<file path="config.mk">
export PLATFORM = sky130hd
export DESIGN_NAME = usart_baud_rate_generator
export DESIGN_NICKNAME = d
export VERILOG_FILES = /design/src/verilog/brg_pkg.sv /design/src/verilog/brg_prescaler.sv /design/src/verilog/brg_timer.sv /design/src/verilog/usart_baud_rate_generator.sv
export VERILOG_INCLUDE_DIRS = /design/src /design/src/verilog
export SDC_FILE = /design/constraint.sdc
export NUM_CORES = 1
export LEC_CHECK = 0
export ABC_AREA = 1
export ABC_CLOCK_PERIOD_IN_PS = 2900
export BUFFER_PORTS_ARGS = -buffer_cell sky130_fd_sc_hd__buf_2
export CAP_MARGIN = 20
export CORE_MARGIN = 3
export CORE_UTILIZATION = 51
export DETAILED_ROUTE_END_ITERATION = 7
export GPL_ROUTABILITY_DRIVEN = 0
export HOLD_SLACK_MARGIN = 0.08
export MAX_ROUTING_LAYER = met4
export PLACE_DENSITY = 0.88
export SLEW_MARGIN = 20
export SYNTH_ARGS = -nofsm -noshare
export SYNTH_HDL_FRONTEND = slang
export SYNTH_SLANG_ARGS = --single-unit
</file>
<file path="constraint.sdc">
create_clock -name clk -period 2.9 [get_ports clk]
set_input_delay 0.29 -clock clk [delete_from_list [all_inputs] [get_ports clk]]
set_output_delay 0.29 -clock clk [all_outputs]
set_load 0.02 [all_outputs]
</file>
<file path="src/verilog/brg_cfg.svh">
/*
 * Register indices, field positions, reset values and prescale counts of the
 * serial port bit-rate generator.
 * Assumes it is included by bare name before any module that uses it.
 */
`ifndef BRG_CFG_SVH
`define BRG_CFG_SVH

// Register indices; the byte address on the bus is four times the index
`define BRG_RX_CTRL_IDX       8'h18
`define BRG_TX_CTRL_IDX       8'h98
`define BRG_DIVISOR_IDX       8'h99

// Transmit status and control fields
`define BRG_TXC_CLK_SRC_BIT   7
`define BRG_TXC_NINTH_EN_BIT  6
`define BRG_TXC_TX_EN_BIT     5
`define BRG_TXC_SYNC_BIT      4
`define BRG_TXC_HIGH_SPD_BIT  2
`define BRG_TXC_SHIFT_MT_BIT  1
`define BRG_TXC_NINTH_BIT     0

// Writable bits; bit 3 is unimplemented, bit 1 is live transmitter state
`define BRG_TX_WR_MASK        8'hf5
// Receive control: bits 7..3 stored, bits 2..0 are live receiver state
`define BRG_RX_WR_MASK        8'hf8

// Reset values of the stored bits
`define BRG_TX_CTRL_RESET     8'h00
`define BRG_RX_CTRL_RESET     8'h00
`define BRG_DIVISOR_RESET     8'h00

// Prescale terminal counts: divide by 64, 16 and 4 oscillator cycles
`define BRG_PRESCALE_SLOW_TOP 6'h3f
`define BRG_PRESCALE_FAST_TOP 6'h0f
`define BRG_PRESCALE_SYNC_TOP 6'h03

`endif

</file>
<file path="src/verilog/brg_pkg.sv">
/*
 * Types shared by the bit-rate generator modules.
 * Assumes nothing beyond a SystemVerilog compiler.
 */
package brg_pkg;

    // Scaling selected by the mode bit and the high-speed select bit
    typedef enum logic [1:0] {
        RATE_ASYNC_SLOW,
        RATE_ASYNC_FAST,
        RATE_SYNC
    } rate_mode_type;

    // Synchronous mode overrides the high-speed select bit
    function automatic rate_mode_type decode_rate_mode(input logic sync, input logic high_speed);
        if (sync) begin
            return RATE_SYNC;
        end
        return high_speed ? RATE_ASYNC_FAST : RATE_ASYNC_SLOW;
    endfunction

endpackage

</file>
<file path="src/verilog/brg_prescaler.sv">
/*
 * Oscillator prescaler: emits one step every 4, 16 or 64 clock cycles.
 * Assumes clear comes from the same clock domain.
 */
`include "brg_cfg.svh"

module brg_prescaler
    import brg_pkg::*;
#(
    parameter int unsigned CNT_WIDTH = 6
) (
    input  wire logic                 clk,
    input  wire logic                 rst,
    input  wire logic                 clear,
    input  rate_mode_type             mode,
    output logic                      pre_tick,
    output logic [CNT_WIDTH-1:0]      count
);

    logic [CNT_WIDTH-1:0] count_r;
    logic [CNT_WIDTH-1:0] count_nxt;
    logic [CNT_WIDTH-1:0] top;

    // Terminal count per scaling
    always_comb begin
        unique case (mode)
            RATE_ASYNC_SLOW: top = CNT_WIDTH'(`BRG_PRESCALE_SLOW_TOP);
            RATE_ASYNC_FAST: top = CNT_WIDTH'(`BRG_PRESCALE_FAST_TOP);
            RATE_SYNC:       top = CNT_WIDTH'(`BRG_PRESCALE_SYNC_TOP);
            default:         top = CNT_WIDTH'(`BRG_PRESCALE_SLOW_TOP);
        endcase
    end

    // Compare with >= so a switch to a shorter scale never overshoots
    assign pre_tick  = !clear && (count_r >= top);
    assign count_nxt = (clear || pre_tick) ? '0 : count_r + 1'b1;
    assign count     = count_r;

    always_ff @(posedge clk) begin
        if (rst) begin
            count_r <= '0;
        end else begin
            count_r <= count_nxt;
        end
    end

endmodule

</file>
<file path="src/verilog/brg_timer.sv">
/*
 * Free-running reloading timer: counts steps from zero up to top, then wraps.
 * Assumes step and clear come from the same clock domain.
 */
module brg_timer #(
    parameter int unsigned WIDTH = 8
) (
    input  wire logic                 clk,
    input  wire logic                 rst,
    input  wire logic                 clear,
    input  wire logic                 step,
    input  wire logic [WIDTH-1:0]     top,
    output logic                      wrap,
    output logic [WIDTH-1:0]          count
);

    logic [WIDTH-1:0] count_r;
    logic [WIDTH-1:0] count_nxt;

    // Wrap on the step that finds the count at the top; clear beats a step
    assign wrap      = step && !clear && (count_r >= top);
    assign count_nxt = (clear || wrap) ? '0 : (step ? count_r + 1'b1 : count_r);
    assign count     = count_r;

    always_ff @(posedge clk) begin
        if (rst) begin
            count_r <= '0;
        end else begin
            count_r <= count_nxt;
        end
    end

endmodule

</file>
<file path="src/verilog/usart_baud_rate_generator.sv">
/*
 * Serial port bit-rate generator with its three control registers on a
 * classic Wishbone slave.
 * Assumes the receiver and transmitter status inputs run on clk, and a
 * master that holds each request until it sees ack.
 */
`include "brg_cfg.svh"

// Contract
// - A dedicated free-running 8-bit timer, period set by the divisor register.
// - One generator times both asynchronous and synchronous modes.
// - Async, high-speed clear: rate is clock over 64 times divisor plus one.
// - Async, high-speed set: rate is clock over 16 times divisor plus one.
// - Sync mode: rate is clock over 4 times divisor plus one.
// - High-speed select matters only in async mode; ignored in sync mode.
// - Rate ticks only as internal-clock master, never when clocked as slave.
// - Any divisor write clears the timer at once.
// - Divisor is an unsigned 0 to 255 taken straight from the register.
// - High-speed select sits at bit 2 of transmit status and control.
// - Divisor resets to zero, fastest rate until written.
module usart_baud_rate_generator
    import brg_pkg::*;
#(
    parameter int unsigned ADR_WIDTH = 10
) (
    input  wire logic                 clk,
    input  wire logic                 rst,
    input  wire logic                 wb_cyc,
    input  wire logic                 wb_stb,
    input  wire logic                 wb_we,
    input  wire logic [ADR_WIDTH-1:0] wb_adr,
    input  wire logic [3:0]           wb_sel,
    input  wire logic [31:0]          wb_dat_i,
    output logic      [31:0]          wb_dat_o,
    output logic                      wb_ack,
    input  wire logic                 rx_framing_error,
    input  wire logic                 rx_overrun_error,
    input  wire logic                 rx_ninth_bit,
    input  wire logic                 tx_shift_empty,
    output logic                      rate_tick,
    output logic                      internal_clock,
    output logic                      sync_mode,
    output logic                      high_speed_select,
    output logic                      clock_source_select,
    output logic      [7:0]           tx_control,
    output logic      [7:0]           rx_control
);

    // Bus state
    logic       ack_r;
    logic [7:0] rd_data_r;

    // Register storage
    logic [7:0] tx_ctrl_r;
    logic [7:0] rx_ctrl_r;
    logic [7:0] divisor_r;
    logic [7:0] tx_ctrl_nxt;
    logic [7:0] rx_ctrl_nxt;
    logic [7:0] divisor_nxt;

    // Generator state
    logic          rate_tick_r;
    logic          pre_tick;
    logic          wrap;
    logic [5:0]    prescale_count;
    logic [7:0]    timer_count;
    rate_mode_type rate_mode;

    // Address decode on the word index; byte address is four times the index
    logic [7:0] reg_index;
    logic       req;
    logic       hit_rx;
    logic       hit_tx;
    logic       hit_div;
    logic       wr_commit;
    logic       tx_wr;
    logic       rx_wr;
    logic       div_wr;
    logic [7:0] rx_read;
    logic [7:0] tx_read;
    logic [7:0] read_mux;

    assign reg_index = wb_adr[9:2];
    assign req       = wb_cyc && wb_stb;
    assign hit_rx    = (reg_index == `BRG_RX_CTRL_IDX);
    assign hit_tx    = (reg_index == `BRG_TX_CTRL_IDX);
    assign hit_div   = (reg_index == `BRG_DIVISOR_IDX);

    // A write lands only at the edge where ack is high, and only on lane 0
    assign wr_commit = req && wb_we && ack_r && wb_sel[0];
    assign tx_wr     = wr_commit && hit_tx;
    assign rx_wr     = wr_commit && hit_rx;
    assign div_wr    = wr_commit && hit_div;

    // Next values of the stored bits; read-only bits never store
    assign tx_ctrl_nxt = tx_wr ? (wb_dat_i[7:0] & `BRG_TX_WR_MASK) : tx_ctrl_r;
    assign rx_ctrl_nxt = rx_wr ? (wb_dat_i[7:0] & `BRG_RX_WR_MASK) : rx_ctrl_r;
    assign divisor_nxt = div_wr ? wb_dat_i[7:0] : divisor_r;

    // Read views: live status bits are merged in, reserved bits read zero
    assign rx_read  = rx_ctrl_r | {5'h00, rx_framing_error, rx_overrun_error, rx_ninth_bit};
    assign tx_read  = tx_ctrl_r | {6'h00, tx_shift_empty, 1'b0};
    // Unmapped addresses still answer, with zero data
    assign read_mux = hit_rx  ? rx_read :
                      hit_tx  ? tx_read :
                      hit_div ? divisor_r : 8'h00;

    // One wait state: ack rises the cycle after the request and drops after
    always_ff @(posedge clk) begin
        if (rst) begin
            ack_r     <= 1'b0;
            rd_data_r <= 8'h00;
        end else begin
            ack_r     <= req && !ack_r;
            rd_data_r <= (req && !ack_r) ? read_mux : rd_data_r;
        end
    end

    assign wb_ack   = ack_r;
    assign wb_dat_o = {24'h000000, rd_data_r};

    // Control registers; the divisor comes up at zero, the fastest rate
    always_ff @(posedge clk) begin
        if (rst) begin
            tx_ctrl_r <= `BRG_TX_CTRL_RESET;
            rx_ctrl_r <= `BRG_RX_CTRL_RESET;
            divisor_r <= `BRG_DIVISOR_RESET;
        end else begin
            tx_ctrl_r <= tx_ctrl_nxt;
            rx_ctrl_r <= rx_ctrl_nxt;
            divisor_r <= divisor_nxt;
        end
    end

    // Mode decode for the partner logic and the prescaler
    assign sync_mode           = tx_ctrl_r[`BRG_TXC_SYNC_BIT];
    assign high_speed_select   = tx_ctrl_r[`BRG_TXC_HIGH_SPD_BIT];
    assign clock_source_select = tx_ctrl_r[`BRG_TXC_CLK_SRC_BIT];
    assign tx_control          = tx_read;
    assign rx_control          = rx_read;
    // Sync mode forces the divide-by-4 scale whatever high-speed says
    assign rate_mode           = decode_rate_mode(sync_mode, high_speed_select);
    // Async always uses the internal clock; sync only as master
    assign internal_clock      = !sync_mode || clock_source_select;

    // Prescaler shared by every mode, cleared together with the timer
    brg_prescaler #(
        .CNT_WIDTH (6)
    ) u_prescaler (
        .clk      (clk),
        .rst      (rst),
        .clear    (div_wr),
        .mode     (rate_mode),
        .pre_tick (pre_tick),
        .count    (prescale_count)
    );

    // Divisor-driven timer; a write clears it so the new rate starts at once
    brg_timer #(
        .WIDTH (8)
    ) u_timer (
        .clk   (clk),
        .rst   (rst),
        .clear (div_wr),
        .step  (pre_tick),
        .top   (divisor_r),
        .wrap  (wrap),
        .count (timer_count)
    );

    // The tick is held off as a slave, but the timer keeps running so a
    // later switch back to master resumes without a cold start
    always_ff @(posedge clk) begin
        if (rst) begin
            rate_tick_r <= 1'b0;
        end else begin
            rate_tick_r <= wrap && internal_clock;
        end
    end

    assign rate_tick = rate_tick_r;

    // Helper: clock cycles since the last wrap or clear, and whether the
    // scale stayed put during that span so a period can be checked exactly
    logic [14:0] gap_r;
    logic        mode_stable_r;

    always_ff @(posedge clk) begin
        if (rst) begin
            gap_r         <= 15'h0000;
            mode_stable_r <= 1'b1;
        end else begin
            gap_r         <= (wrap || div_wr) ? 15'h0000 : gap_r + 15'h0001;
            mode_stable_r <= tx_wr ? 1'b0 : ((wrap || div_wr) ? 1'b1 : mode_stable_r);
        end
    end

    property p_timer_bounded;
        @(posedge clk) disable iff (rst)
        timer_count <= divisor_r;
    endproperty
    a_timer_bounded: assert property (p_timer_bounded)
        else $error("Timer count above divisor");

    property p_period_slow;
        @(posedge clk) disable iff (rst)
        (wrap && mode_stable_r && !tx_wr && rate_mode == RATE_ASYNC_SLOW) |->
            gap_r == {1'b0, divisor_r, 6'h3f};
    endproperty
    a_period_slow: assert property (p_period_slow)
        else $error("Slow async period is not 64 times divisor plus one");

    property p_period_fast;
        @(posedge clk) disable iff (rst)
        (wrap && mode_stable_r && !tx_wr && !sync_mode && high_speed_select) |->
            gap_r == {3'h0, divisor_r, 4'hf};
    endproperty
    a_period_fast: assert property (p_period_fast)
        else $error("Fast async period is not 16 times divisor plus one");

    property p_period_sync;
        @(posedge clk) disable iff (rst)
        (wrap && mode_stable_r && !tx_wr && sync_mode) |->
            gap_r == {5'h00, divisor_r, 2'h3};
    endproperty
    a_period_sync: assert property (p_period_sync)
        else $error("Sync period is not 4 times divisor plus one");

    property p_high_speed_ignored;
        @(posedge clk) disable iff (rst)
        (sync_mode && high_speed_select && $stable(tx_ctrl_r)) |-> prescale_count <= 6'h03;
    endproperty
    a_high_speed_ignored: assert property (p_high_speed_ignored)
        else $error("High-speed select changed the sync scale");

    property p_slave_silent;
        @(posedge clk) disable iff (rst)
        !internal_clock |=> !rate_tick;
    endproperty
    a_slave_silent: assert property (p_slave_silent)
        else $error("Rate tick issued while clocked as slave");

    property p_write_clears;
        @(posedge clk) disable iff (rst)
        div_wr |=> (timer_count == 8'h00 && prescale_count == 6'h00) ##1 !wrap;
    endproperty
    a_write_clears: assert property (p_write_clears)
        else $error("Divisor write did not clear the timer");

    property p_divisor_loads;
        @(posedge clk) disable iff (rst)
        div_wr |=> divisor_r == $past(wb_dat_i[7:0]);
    endproperty
    a_divisor_loads: assert property (p_divisor_loads)
        else $error("Divisor did not take the written value");

    property p_high_speed_bit;
        @(posedge clk) disable iff (rst)
        tx_wr |=> high_speed_select == $past(wb_dat_i[2]);
    endproperty
    a_high_speed_bit: assert property (p_high_speed_bit)
        else $error("High-speed select not at bit 2");

    property p_divisor_reset;
        @(posedge clk) disable iff (rst)
        $fell(rst) |-> divisor_r == 8'h00 && timer_count == 8'h00;
    endproperty
    a_divisor_reset: assert property (p_divisor_reset)
        else $error("Divisor not zero after reset");

    property p_wrap_reload;
        @(posedge clk) disable iff (rst)
        wrap |-> (pre_tick && timer_count == divisor_r) ##1
            (timer_count == 8'h00 && rate_tick == $past(internal_clock));
    endproperty
    a_wrap_reload: assert property (p_wrap_reload)
        else $error("Timer did not tick and reload at the divisor");

    property p_divisor_holds;
        @(posedge clk) disable iff (rst)
        !div_wr |=> $stable(divisor_r);
    endproperty
    a_divisor_holds: assert property (p_divisor_holds)
        else $error("Divisor changed without a write");

    property p_fast_scale;
        @(posedge clk) disable iff (rst)
        (!sync_mode && high_speed_select && $stable(tx_ctrl_r)) |-> prescale_count <= 6'h0f;
    endproperty
    a_fast_scale: assert property (p_fast_scale)
        else $error("Fast async prescale ran past sixteen");

    property p_tick_single;
        @(posedge clk) disable iff (rst)
        rate_tick |=> !rate_tick;
    endproperty
    a_tick_single: assert property (p_tick_single)
        else $error("Rate tick stood longer than one cycle");

    property p_tick_from_wrap;
        @(posedge clk) disable iff (rst)
        rate_tick |-> $past(wrap);
    endproperty
    a_tick_from_wrap: assert property (p_tick_from_wrap)
        else $error("Rate tick without a timer wrap");

    property p_prescale_single;
        @(posedge clk) disable iff (rst)
        pre_tick |=> !pre_tick;
    endproperty
    a_prescale_single: assert property (p_prescale_single)
        else $error("Prescaler stepped on two cycles in a row");

endmodule

</file>
# Yosys cells after proc, flatten, opt, wreduce, memory -nomap -nowiden
# Cells that the tools add are included.
[word_totals]
word_cells = 47
ff_bits = 43
input_bits = 55
out_inout_bits = 54
[classes]
reduce_logical = 20
n_addsub = 2
n_eq_ne = 5
order_cmp = 2
bitwise_logic = 2
muxes = 8
[op_table]
columns = ["operator", "n"]
rows = [
  ["$mux W8", 3],
  ["$eq A8 B8 Y1 const B", 2],
  ["$logic_and A1 B1 Y1", 12],
  ["$pmux W6 S2", 1],
  ["$add A8 B1 Y8 const B", 1],
  ["$eq A8 B5 Y1 const B", 1],
  ["$ge A8 B8 Y1", 1],
  ["$or A8 B2 Y8", 1],
  ["$or A8 B3 Y8", 1],
  ["$add A6 B1 Y6 const B", 1],
  ["$ge A6 B6 Y1", 1],
  ["$mux W2", 2],
  ["$reduce_or A2 Y1", 2],
  ["$logic_not A1 Y1", 3],
  ["$logic_or A1 B1 Y1", 3],
  ["$eq A2 B1 Y1 const B", 1],
  ["$eq A2 B2 Y1 const B", 1],
  ["$mux W1", 2],
]

# Depth between registers and ports, before layout
# Gate-level depths: netlist (run 1).
[logic_depth]
word_depth = 11
ltp_mapped = 12
mapped_depth_nobuf = 12

# Modules after synthesis
# Synthesis (run 1) repeated with hierarchy kept, for this count alone.
[hier_totals]
hier_cells = 397
area_unflattened_um2 = 2668.8
[by_module_without_submodules]
columns = ["mod", "area_per_inst_um2", "instances", "cells_each", "seq_area_each_um2"]
rows = [
  ["usart_baud_rate_generator", 1735.4, 1, 274, 580.6],
  ["brg_timer", 571.8, 1, 78, 160.2],
  ["brg_prescaler", 361.6, 1, 45, 120.1],
]

# Least setup slack after synthesis (run 1)
# OpenSTA, ideal clock, no wires.
[synth_path]
path_type = "reg2reg"
from = "reg tx_ctrl_r[4]"
to = "reg u_timer.count_r[0] (netlist: u_timer.count[0])"
path_buffers = 0
path_stages_with_launch = 11
required_ps = 2836
path_slack_ps = 1215
period_less_slack_ps = 1685
setup_time_ps = 64
t_arrival_ps = 1621
cell_sequence = "dfxtp_1 -> inv_1 -> nand2_1 -> ha_1 -> a21oi_1 -> nand2_2 -> nand2_4 -> inv_2 -> nand2_4 -> nand2_4 -> nor2_1"
[synth_between]
elab_chain_len = 10
elab_cells_between_ends = 11
[synth_lines]
columns = ["item", "line_no", "source"]
rows = [
  ["start, declared", "usart_baud_rate_generator.sv:54", "logic [7:0] tx_ctrl_r;"],
  ["start signal, assigned", "usart_baud_rate_generator.sv:125", "tx_ctrl_r <= `BRG_TX_CTRL_RESET;"],
  ["start signal, assigned", "usart_baud_rate_generator.sv:129", "tx_ctrl_r <= tx_ctrl_nxt;"],
  ["$mux W1 *", "brg_pkg.sv:16", "if (sync) begin"],
  ["$mux W2 *", "brg_pkg.sv:19", "return high_speed ? RATE_ASYNC_FAST : RATE_ASYNC_SLOW;"],
  ["$eq A2 B2 Y1 or $eq A2 B1 Y1 (tied branches)", "brg_prescaler.sv:26", "unique case (mode)"],
  ["$pmux W6 S2 *", "brg_prescaler.sv:26", ""],
  ["$ge A6 B6 Y1 *", "brg_prescaler.sv:35", "assign pre_tick = !clear && (count_r >= top);"],
  ["$logic_and A1 B1 Y1 *", "brg_prescaler.sv:35", ""],
  ["$logic_and A1 B1 Y1 (2 in series)", "brg_timer.sv:21", "assign wrap = step && !clear && (count_r >= top);"],
  ["$logic_or A1 B1 Y1", "brg_timer.sv:22", "assign count_nxt = (clear || wrap) ? '0 : (step ? count_r + 1'b1 : count_r);"],
  ["$reduce_or A2 Y1 (no line)", "n/a", ""],
  ["end signal, assigned", "brg_timer.sv:29", "count_r <= count_nxt;"],
  ["end, declared", "brg_timer.sv:17", "logic [WIDTH-1:0] count_r;"],
]
# Every way passes the cells marked *; elsewhere a longest branch is shown, timed or not.
# A chain may end at the register's enable or synchronous reset.

# Worst setup path after layout (run 1)
[layout_path]
from = "reg tx_ctrl_r[4]"
to = "reg u_timer.count_r[3] (netlist: u_timer.count[3])"
# Same word-level chain as after synthesis.

==> results of run 1 <==
## logic make-up after synthesis
kind of cell             Yosys count
XOR/XNOR                           5
AND/OR/NAND/NOR                  135
buffers and inverters             88
AO/OA/AOI/OAI                     64
adder cells (fa/ha/maj)           14
other                              1
flip-flops                        43
## state kept, by name, summed over array words and instances, names as in the netlist
name	cells
divisor_r	8
rd_data_r	8
u_timer.count	8
tx_ctrl_r	6
u_prescaler.count	6
rx_ctrl_r	5
rate_tick	1
wb_ack	1
## area by class of cell
type | instances | area, µm² | area share, %
Clock buffer | 5 | 68.8 | 2.47
Clock inverter | 3 | 25.0 | 0.900
Inverter | 48 | 180 | 6.48
Multi-Input combinational cell | 243 | 1290 | 46.3
Sequential cell | 43 | 861 | 30.9
Tap cell | 65 | 81.3 | 2.92
Timing Repair Buffer | 55 | 278 | 9.99
## metrics by stage
stage | utilization (%) | cells
2_1_floorplan | - | 374
3_3_place_gp | 58.9 | 454
3_5_place_dp | 58.9 | 454
4_1_cts | 60.9 | 462
5_1_grt | 60.9 | 462
6_report | 60.9 | 462
## worst register-to-register path, delay by kind of cell, from the launching register on
family | cells | cell delay, ns
flip-flops | 1 | 0.48
AND/OR/NAND/NOR | 6 | 0.73
buffers and inverters | 2 | 0.19
AO/OA/AOI/OAI | 1 | 0.20
adder cells (fa/ha/maj) | 1 | 0.24
## synthesized netlist by cell type
library cell  instances
a21oi_1              23
buf_1                 1
buf_2                 5
buf_4                32
clkbuf_1              2
conb_1                1
dfxtp_1              43
ha_1                 14
inv_1                47
inv_2                 1
nand2_1              57
nand2_2               3
nand2_4               3
nand3_1              19
nand3_2               2
nand3_4               1
nand3b_1              1
nand4_1               1
nor2_1               37
nor2_2                5
nor2_4                2
nor3_1                2
nor3_2                1
nor3_4                1
o211ai_1              1
o21a_1                1
o21ai_0              33
o22ai_1               6
xnor2_1               1
xor2_1                4
## power breakdown
part	switching, mW	internal [mW]
registers	0.00617	0.601
logic	0.0886	0.0357
clock network	0.219	0.172
total	0.314	0.809
## layer usage
metal	vias to the layer above	track usage (%)
li1	1149	-
met1	1006	21.3
met2	85	34.6
met3	13	3.90
met4	0	6.52
met5	-	-
## final timing paths
kind,cells after the start,end,startpoint,slack (ns)
hold reg to reg,1,u_prescaler.count[0],u_prescaler.count[0],0.45
setup / recovery,10,u_timer.count[3],tx_ctrl_r[4],1.00
setup reg to reg,10,u_timer.count[3],tx_ctrl_r[4],1.00
hold / removal,2,wb_ack,rst,0.18
==> reports/results.ini, run 1 <==
[timing]
min_period_ns=1.90
finalCritPeriodShare_pct=65.5
final.setup.tns_ns=0
rsz0062_at_grt=no
slew_viol_final=0
worst_slack_ns=1.00
fmax_mhz=527
finalHoldViolCount=0
slew_headroom_pct=42.2
holdWs_ns=0.183
clock_skew_ns=0.0113
setup_viol=0
worstMarginPinSlew_ns=0.864

[critical_path]
cpMostUsedCell=nand2_4
cp_slowest_stage_delay_ns=0.48
critical_path.top_delay_family=simple AND/OR/NAND/NOR gates
critPathKind=flip-flop to flip-flop
crit_buf_inv=2
critPathSlowestCell=dfxtp_1
cp-end-kind=flip-flop
cp_max_fo=9
required_ns=3.13
crit_chain=inv_1, nand2_1, ha_1, a21oi_1, nand2_2, nand2_4, inv_2, nand2_4, nand2_4, nor2_1
startpoint_type=flip-flop
arrival_ns=2.13

[logic_synthesis]
netlist_top_cells_area=dfxtp_1 (34%), buf_4 (9.6%), nand2_1 (8.5%), inv_1 (7.0%), ha_1 (7.0%)
synth.avg_cell_area_um2=7.19
synth.largest_area_cell=dfxtp_1
ys_types=30
synth_area_um2=2510
synth_top_family_by_area=simple AND/OR/NAND/NOR gates
ys_seq_elements=43
yosys.area_share.simple_pct=25.5
ys_seq_area_share_pct=34.2
synthCells=350
yosysWarnings=0
synth-adder-area-share_pct=6.97
synth_top_area_share_pct=34.2
synth_xor_area_share_pct=1.74
synth_mux_area_share_pct=0
synth_compound_area_share_pct=13.2

[final_layout]
syn2layout_area_growth_pct=10.6
fillers=416
post-route-cell-area_um2=2780
nNetsFinal=465
mostFrequentLayoutCell=nand2_1
drive_gt1_share_pct=20.7
final_cell_mix=nand2_1 (57), buf_2 (54), inv_1 (47)
antennaDiodeCount=0

[clock_tree]
ctsResizeCount=0
clk_pin_slew_worst_paths_ns=0.09
cts_tree=done
cts_buffer_depth=2
clock_latency_ns=0.30
cts_hold_buf=0
clock-root-buffer=clkbuf_8
htree_levels=2
cts_setup_buffers=0
numCtsBuffers=5
cts.sinks=43

[routing]
drc=0
wirelength_um=5300
routed.top_layer=met4
vias=2253
m1WireLength_um=2190
drt-wirelength-per-cell_um=11.5
drt-initial-drc-count=132
via_per_inst=4.88
dr.pass1.iters=4
antenna_left=0
routed-wl-met3_um=339
route.met2.wl_um=2660

[power]
p_per_area_nw_per_um2=404
peakVddDrop_mv=0.480
p_leak_nw=1.33
power_mw=1.12

[grt]
grt_pass1_vias=2172
grt_pass1_wl_um=9210
antenna_found_initial=0
gr-total-overflow=0
grt_usage_pct=19.3
grt_max_degree=28

[placement]
dpl_worst_slack_ns=1.04
dpl.hpwl_um=4120
port_buffers=54
place_area_um2=2690

[floorplan]
die_area_um2=5810
ios=109
core_area_um2=4560
rows=24
fp.dieW_um=76.2
die_y_um=76.2
initial_utilization_pct=55.1

[worst_hold_path]
hold_path.class=input port to flip-flop

[run_status]
outcome=complete, no violations

[run]
max_cap_viol_count=0

Note: power is estimated with default switching activity, not from simulation.
==> inputs of run 2 (changes only) <==
Settings changed: ABC_AREA 1 to 0, ABC_CLOCK_PERIOD_IN_PS 2900 to 1600, CORE_UTILIZATION 51 to 43, PLACE_DENSITY 0.88 to 0.8.
Clock period 2.9 ns to 1.6 ns, I/O delays scaled along.
==> reports/results.ini, run 2 <==
[logic_synthesis]
synth_area_um2=2430  ; -3.5%
synth.avg_cell_area_um2=8.48  ; +18%
synth_mux_area_share_pct=5.36  ; +5.4 points
synth_top_flop_cell=dfxtp_1
synth.most_common_cell=dfxtp_1
synth_top_area_share_pct=35.5  ; +1.3 points
synth.top_cells.by_count=dfxtp_1 (43), nand2_1 (36), buf_4 (32)
synth_xor_area_share_pct=1.44  ; -0.30 points
synth_edf_count=0  ; unchanged
synthCells=286  ; -18%
ys_types=47  ; +57%
synth_top_family_by_area=simple AND/OR/NAND/NOR gates
postSynth.asyncResetShare_pct=0  ; unchanged
synth.largest_area_cell=dfxtp_1
yosysWarnings=0  ; unchanged
yosys.area_share.simple_pct=22.3  ; -3.2 points
ys_seq_elements=43  ; unchanged
netlist_top_cells_area=dfxtp_1 (35%), buf_4 (9.9%), ha_1 (7.2%), nand2_1 (5.6%), mux2i_1 (5.4%)
synth-adder-area-share_pct=7.22  ; +0.26 points
synth_compound_area_share_pct=14.5  ; +1.3 points
ys_seq_area_share_pct=35.5  ; +1.3 points

[final_layout]
fillers=446  ; +7.2%
syn2layout_area_growth_pct=35.2
final_util_pct=62.3  ; +1.3 points
antennaDiodeCount=0  ; unchanged
mostFrequentLayoutCell=buf_2
drive_gt1_share_pct=41.5  ; +21 points
nNetsFinal=444  ; -4.5%
final_cell_mix=buf_2 (53), buf_4 (41), nand2_1 (35)

[clock_tree]
clk_pin_slew_worst_paths_ns=0.09  ; about the same
numCtsBuffers=5  ; unchanged
clock-root-buffer=clkbuf_8
cts.sinks=43  ; unchanged
cts_tree=done
clock_latency_ns=0.30  ; about the same
cts_hold_buf=0  ; unchanged
cts_buffer_depth=2  ; unchanged
htree_levels=2  ; unchanged

[timing]
finalCritPeriodShare_pct=113  ; +47 points
min_period_ns=1.80  ; -0.0966 ns
rsz0062_at_grt=yes
slew_viol_final=0  ; unchanged
setup_viol=19  ; +19
holdWs_ns=0.109  ; -0.0745 ns
finalHoldViolCount=0  ; unchanged
fmax_mhz=555  ; +5.4%
worst_slack_ns=-0.203  ; -1.20 ns
clock_skew_ns=0.00439  ; -0.00690 ns

[grt]
grt_max_degree=20  ; -29%
grt_pass1_wl_um=10100  ; +10%
antenna_found_initial=0  ; unchanged
gr-total-overflow=0  ; unchanged
grt_usage_pct=20.7  ; +1.4 points
grt_pass1_vias=2197  ; +1.2%

[critical_path]
critPathKind=flip-flop to flip-flop
crit_end=u_timer.count[3]
cp_slowest_stage_delay_ns=0.38  ; -0.10 ns
cp-end-kind=flip-flop
critPathSlowestCell=o31ai_4
crit_chain=inv_1, ha_4, nand4_1, buf_4, o31ai_4, nor3_4, a22o_1
startpoint_type=flip-flop
cp_max_fo=6  ; -3
required_ns=1.80  ; -1.33 ns
reg2reg_from=divisor_r[6]
regToRegSetupSlack_ns=-0.20  ; -1.20 ns
timing.rr.end=u_timer.count[3]
worstRegToRegCells=7  ; -3
arrival_ns=2.00  ; -0.13 ns
critPathLaunch=divisor_r[6]

[power]
power_frac_clock_pct=36.3  ; +1.4 points
comb_power_share_pct=10.9  ; -0.2 points
p_per_area_nw_per_um2=624  ; +55%
power.switching_uw=544  ; +73%
internal-power_mw=1.50  ; +86%
p_leak_nw=1.47  ; +11%
p_seq_share_pct=52.7  ; -1.4 points
power_mw=2.05  ; +82%
peakVddDrop_mv=0.571  ; +19%
p_sw_share_pct=26.5  ; -1.4 points

[routing]
wirelength_um=6500  ; +23%
drt-initial-drc-count=137  ; +3.8%
drt-wirelength-per-cell_um=14.6  ; +27%
vias=2271  ; +0.80%
antenna_left=0  ; unchanged
dr.pass1.iters=4  ; unchanged
drc=0  ; unchanged
via_per_inst=5.09  ; +4.4%

[placement]
port_buffers=54  ; unchanged
dpl.hpwl_um=5050  ; +23%

[run_status]
violations=setup timing
outcome=finished with violations

[floorplan]
fp.dieW_um=81.1  ; +6.4%
ios=109  ; unchanged
rows=26  ; +8.3%
die_y_um=81.1  ; +6.4%
initial_utilization_pct=46.0  ; -9.1 points
core_area_um2=5270  ; +15%
die_area_um2=6580  ; +13%

[run]
max_cap_viol_count=0  ; unchanged

[worst_hold_path]
hold_path.class=input port to flip-flop

## run 2: cell count changes after synthesis, sizes merged, moves of 5 or more
cell | before | now
nand3 | 22 | 13
nand2 | 63 | 37
mux2i | 0 | 13
o22ai | 6 | 0
inv | 48 | 11
a22oi | 0 | 8
nor2 | 44 | 29
clkbuf | 2 | 8
a21oi | 23 | 18
o21ai | 33 | 7
a22o | 0 | 5
## run 2: repair_timing
item,CTS,global route
pin swaps,8,13
resized for setup,14,14
setup buffers,0,2
endpoints found under the hold margin,0,0
endpoints found under the setup margin,15,21
## run 2: cell type report
| type | instances | area [µm²] | area share [%] |
|---|---|---|---|
| clock buffer | 6 | 82.6 | 2.52 |
| sequential | 43 | 875 | 26.7 |
| inverter | 11 | 41.3 | 1.26 |
| multi-input combinational | 214 | 1540 | 46.9 |
| clock inverter | 2 | 16.3 | 0.496 |
| tap | 70 | 87.6 | 2.67 |
| timing repair buffer | 100 | 641 | 19.5 |
## run 2: worst min path at each step
stage	startpoint	endpoint	slack (ns)	depth (start not counted)
3_3_place_gp	wb_dat_i[1]	divisor_r[1]	0.42	3
6_report	wb_dat_i[1]	divisor_r[1]	0.11	3
2_1_floorplan	wb_dat_i[0]	divisor_r[0]	0.30	2
4_1_cts	wb_dat_i[1]	divisor_r[1]	0.10	3
5_1_grt	wb_dat_i[1]	divisor_r[1]	0.11	3
3_5_place_dp	wb_dat_i[1]	divisor_r[1]	0.42	3
## run 2: cells by family after synthesis
| group | Yosys count |
|---|---|
| compound gates | 53 |
| mux | 13 |
| flops | 43 |
| other cells | 1 |
| fa+ha+maj | 14 |
| simple gates | 105 |
| buf+inv | 53 |
| xor+xnor | 4 |
## run 2: metrics by stage
stage          area (µm²)  std cells  worst slack (ns)  TNS (ns)
4_1_cts              3220        444            -0.192     -2.37
2_1_floorplan        2650        310            -0.244     -1.71
5_1_grt              3280        446            -0.267     -3.73
3_3_place_gp         3050        436            -0.321     -7.01
3_5_place_dp         3050        436            -0.339     -8.01
6_report             3280        446            -0.203     -2.52
## run 2: layer usage
| metal | wire length [µm] | part of all wire [%] | track usage, % | vias to the layer above |
|---|---|---|---|---|
| li1 | - | - | - | 1112 |
| met1 | 2570 | 40 | 23.8 | 1065 |
| met2 | 3340 | 51 | 35.7 | 80 |
| met3 | 455 | 7.0 | 3.88 | 14 |
| met4 | 127 | 2.0 | 7.60 | 0 |
| met5 | 0 | 0 | - | - |
## run 2: power by group through the flow
stage | combinational (mW) | clock (mW) | sequential (mW)
after global placement | 0.209 | 0 | 1.11
after global routing | 0.243 | 0.814 | 1.08
after floorplan | 0.187 | 0 | 1.11
after CTS | 0.219 | 0.760 | 1.08
after detailed placement | 0.216 | 0 | 1.11
final | 0.224 | 0.744 | 1.08
## run 2: critical path, delay by kind of cell, from the launching register on
kind	cells	cell delay [ns]
fa+ha+maj	1	0.28
simple gates	2	0.24
compound gates	2	0.62
flops	1	0.33
buf+inv	2	0.24
==> inputs of run 3 (changes only) <==
Settings changed: SKIP_CTS_REPAIR_TIMING set to 1.
==> reports/results.ini, run 3 (synthesis results as in run 2) <==
[placement]
place_area_um2=3050  ; unchanged
dpl.cell_count=436  ; unchanged
port_buffers=54  ; unchanged
dpl.hpwl_um=5050  ; unchanged
dpl_worst_slack_ns=-0.339  ; unchanged

[run_status]
violations=setup timing
outcome=finished with violations

[timing]
clock_skew_ns=0.00408  ; -0.000305 ns
final.setup.tns_ns=-2.32  ; +0.207 ns
fmax_mhz=550  ; -0.85%
worst_slack_ns=-0.218  ; -0.0155 ns
finalCritPeriodShare_pct=114  ; +0.97 points
min_period_ns=1.82  ; +0.0155 ns
finalHoldViolCount=0  ; unchanged
setup_viol=19  ; unchanged
holdWs_ns=0.102  ; -0.00613 ns
slew_viol_final=0  ; unchanged
rsz0062_at_grt=yes

[critical_path]
cp_max_fo=6  ; unchanged
cp_slowest_stage_delay_ns=0.38  ; about the same
startpoint_type=flip-flop
worstRegToRegCells=7  ; unchanged
arrival_ns=2.02  ; +0.02 ns
required_ns=1.80  ; about the same
critPathKind=flip-flop to flip-flop
critPathSlowestCell=o31ai_4
worstSetupPathDepth=7  ; unchanged
critical_path.top_delay_family=compound AO/OA/AOI/OAI gates
crit_buf_inv=2  ; unchanged
crit_chain=inv_1, ha_1, nand4_1, buf_4, o31ai_4, nor3_4, a22o_1
cp-end-kind=flip-flop

[power]
p_leak_nw=1.47  ; about the same
peakVddDrop_mv=0.571  ; about the same
p_per_area_nw_per_um2=626  ; +0.29%
power_mw=2.05  ; +0.21%

[routing]
wirelength_um=6500  ; about the same
dr.pass1.iters=4  ; unchanged
via_per_inst=5.13  ; +0.66%
drt-initial-drc-count=141  ; +2.9%
vias=2286  ; +0.66%
antenna_left=0  ; unchanged
drc=0  ; unchanged
drt-wirelength-per-cell_um=14.6  ; about the same

[final_layout]
final_cell_mix=buf_2 (53), buf_4 (41), nand2_1 (35)
syn2layout_area_growth_pct=35.1  ; about the same
final_util_pct=62.2  ; about the same
multi_input_area_um2=1530  ; -0.24%
fillers=444  ; -0.45%
seq_area_um2=876  ; +0.14%
fin_cells=446  ; unchanged
nNetsFinal=444  ; unchanged
post-route-cell-area_um2=3280  ; about the same
antennaDiodeCount=0  ; unchanged
mostFrequentLayoutCell=buf_2
drive_gt1_share_pct=42.0  ; +0.53 points

[clock_tree]
numCtsBuffers=5  ; unchanged
htree_levels=2  ; unchanged
cts_buffer_depth=2  ; unchanged
clock_latency_ns=0.30  ; about the same
cts.sinks=43  ; unchanged
clock-root-buffer=clkbuf_8
cts_tree=done
clk_pin_slew_worst_paths_ns=0.08  ; about the same

[grt]
gr-usage-met3_pct=3.99  ; +0.11 points
grt_pass1_wl_um=10000  ; -1.1%
gr-total-overflow=0  ; unchanged
use_met2_pct=34.8  ; -0.90 points
use_met1_pct=23.6  ; -0.27 points
grt_usage_pct=20.4  ; -0.31 points
antenna_found_initial=0  ; unchanged
grt_pass1_vias=2178  ; -0.86%
grt.busiest_layer=met2
grt_max_degree=20  ; unchanged

[worst_hold_path]
whs_path_depth=3  ; unchanged
hold_path.class=input port to flip-flop

[floorplan]
die_y_um=81.1  ; unchanged
core_area_um2=5270  ; unchanged
die_area_um2=6580  ; unchanged
initial_utilization_pct=46.0  ; unchanged
rows=26  ; unchanged
ios=109  ; unchanged
fp.dieW_um=81.1  ; unchanged

[run]
max_cap_viol_count=0  ; unchanged

run 3: cell count changes in the layout (fill, tap and decap cells not counted):
cell	change
a21oi_2	+1
a21oi_1	-1
dfxtp_1	-1
nand3_2	+1
nand3_4	-1
dfxtp_2	+1
run 3: per-layer routing:
metal | part of all wire (%) | wire length, µm
met1 | 40 | 2620
met2 | 51 | 3320
met3 | 6.7 | 437
met4 | 1.8 | 120
met5 | 0 | 0
run 3: layout make-up:
cell class / instances / area share, %
inverter: 11 / 1.26
timing repair buffer: 100 / 19.5
tap: 70 / 2.67
sequential: 43 / 26.7
clock buffer: 6 / 2.52
multi-input combinational: 214 / 46.8
clock inverter: 2 / 0.496
run 3: power breakdown:
group | leakage (nW) | switching (mW) | internal, mW
Combinational | 1.07 | 0.147 | 0.0771
Clock | 0.0474 | 0.396 | 0.352
Sequential | 0.352 | 0.00528 | 1.07
run 3: worst min-delay path: stages:
cell     delay, ns
buf_2         0.10
nand2_1       0.05
a21oi_1       0.05
run 3: worst paths after layout:
check        slack (ns)            startpoint                   end
max               -0.22          divisor_r[5]      u_timer.count[3]
min                0.10           wb_dat_i[1]          divisor_r[1]
max reg2reg       -0.22          divisor_r[5]      u_timer.count[3]
min reg2reg        0.47  u_prescaler.count[0]  u_prescaler.count[0]
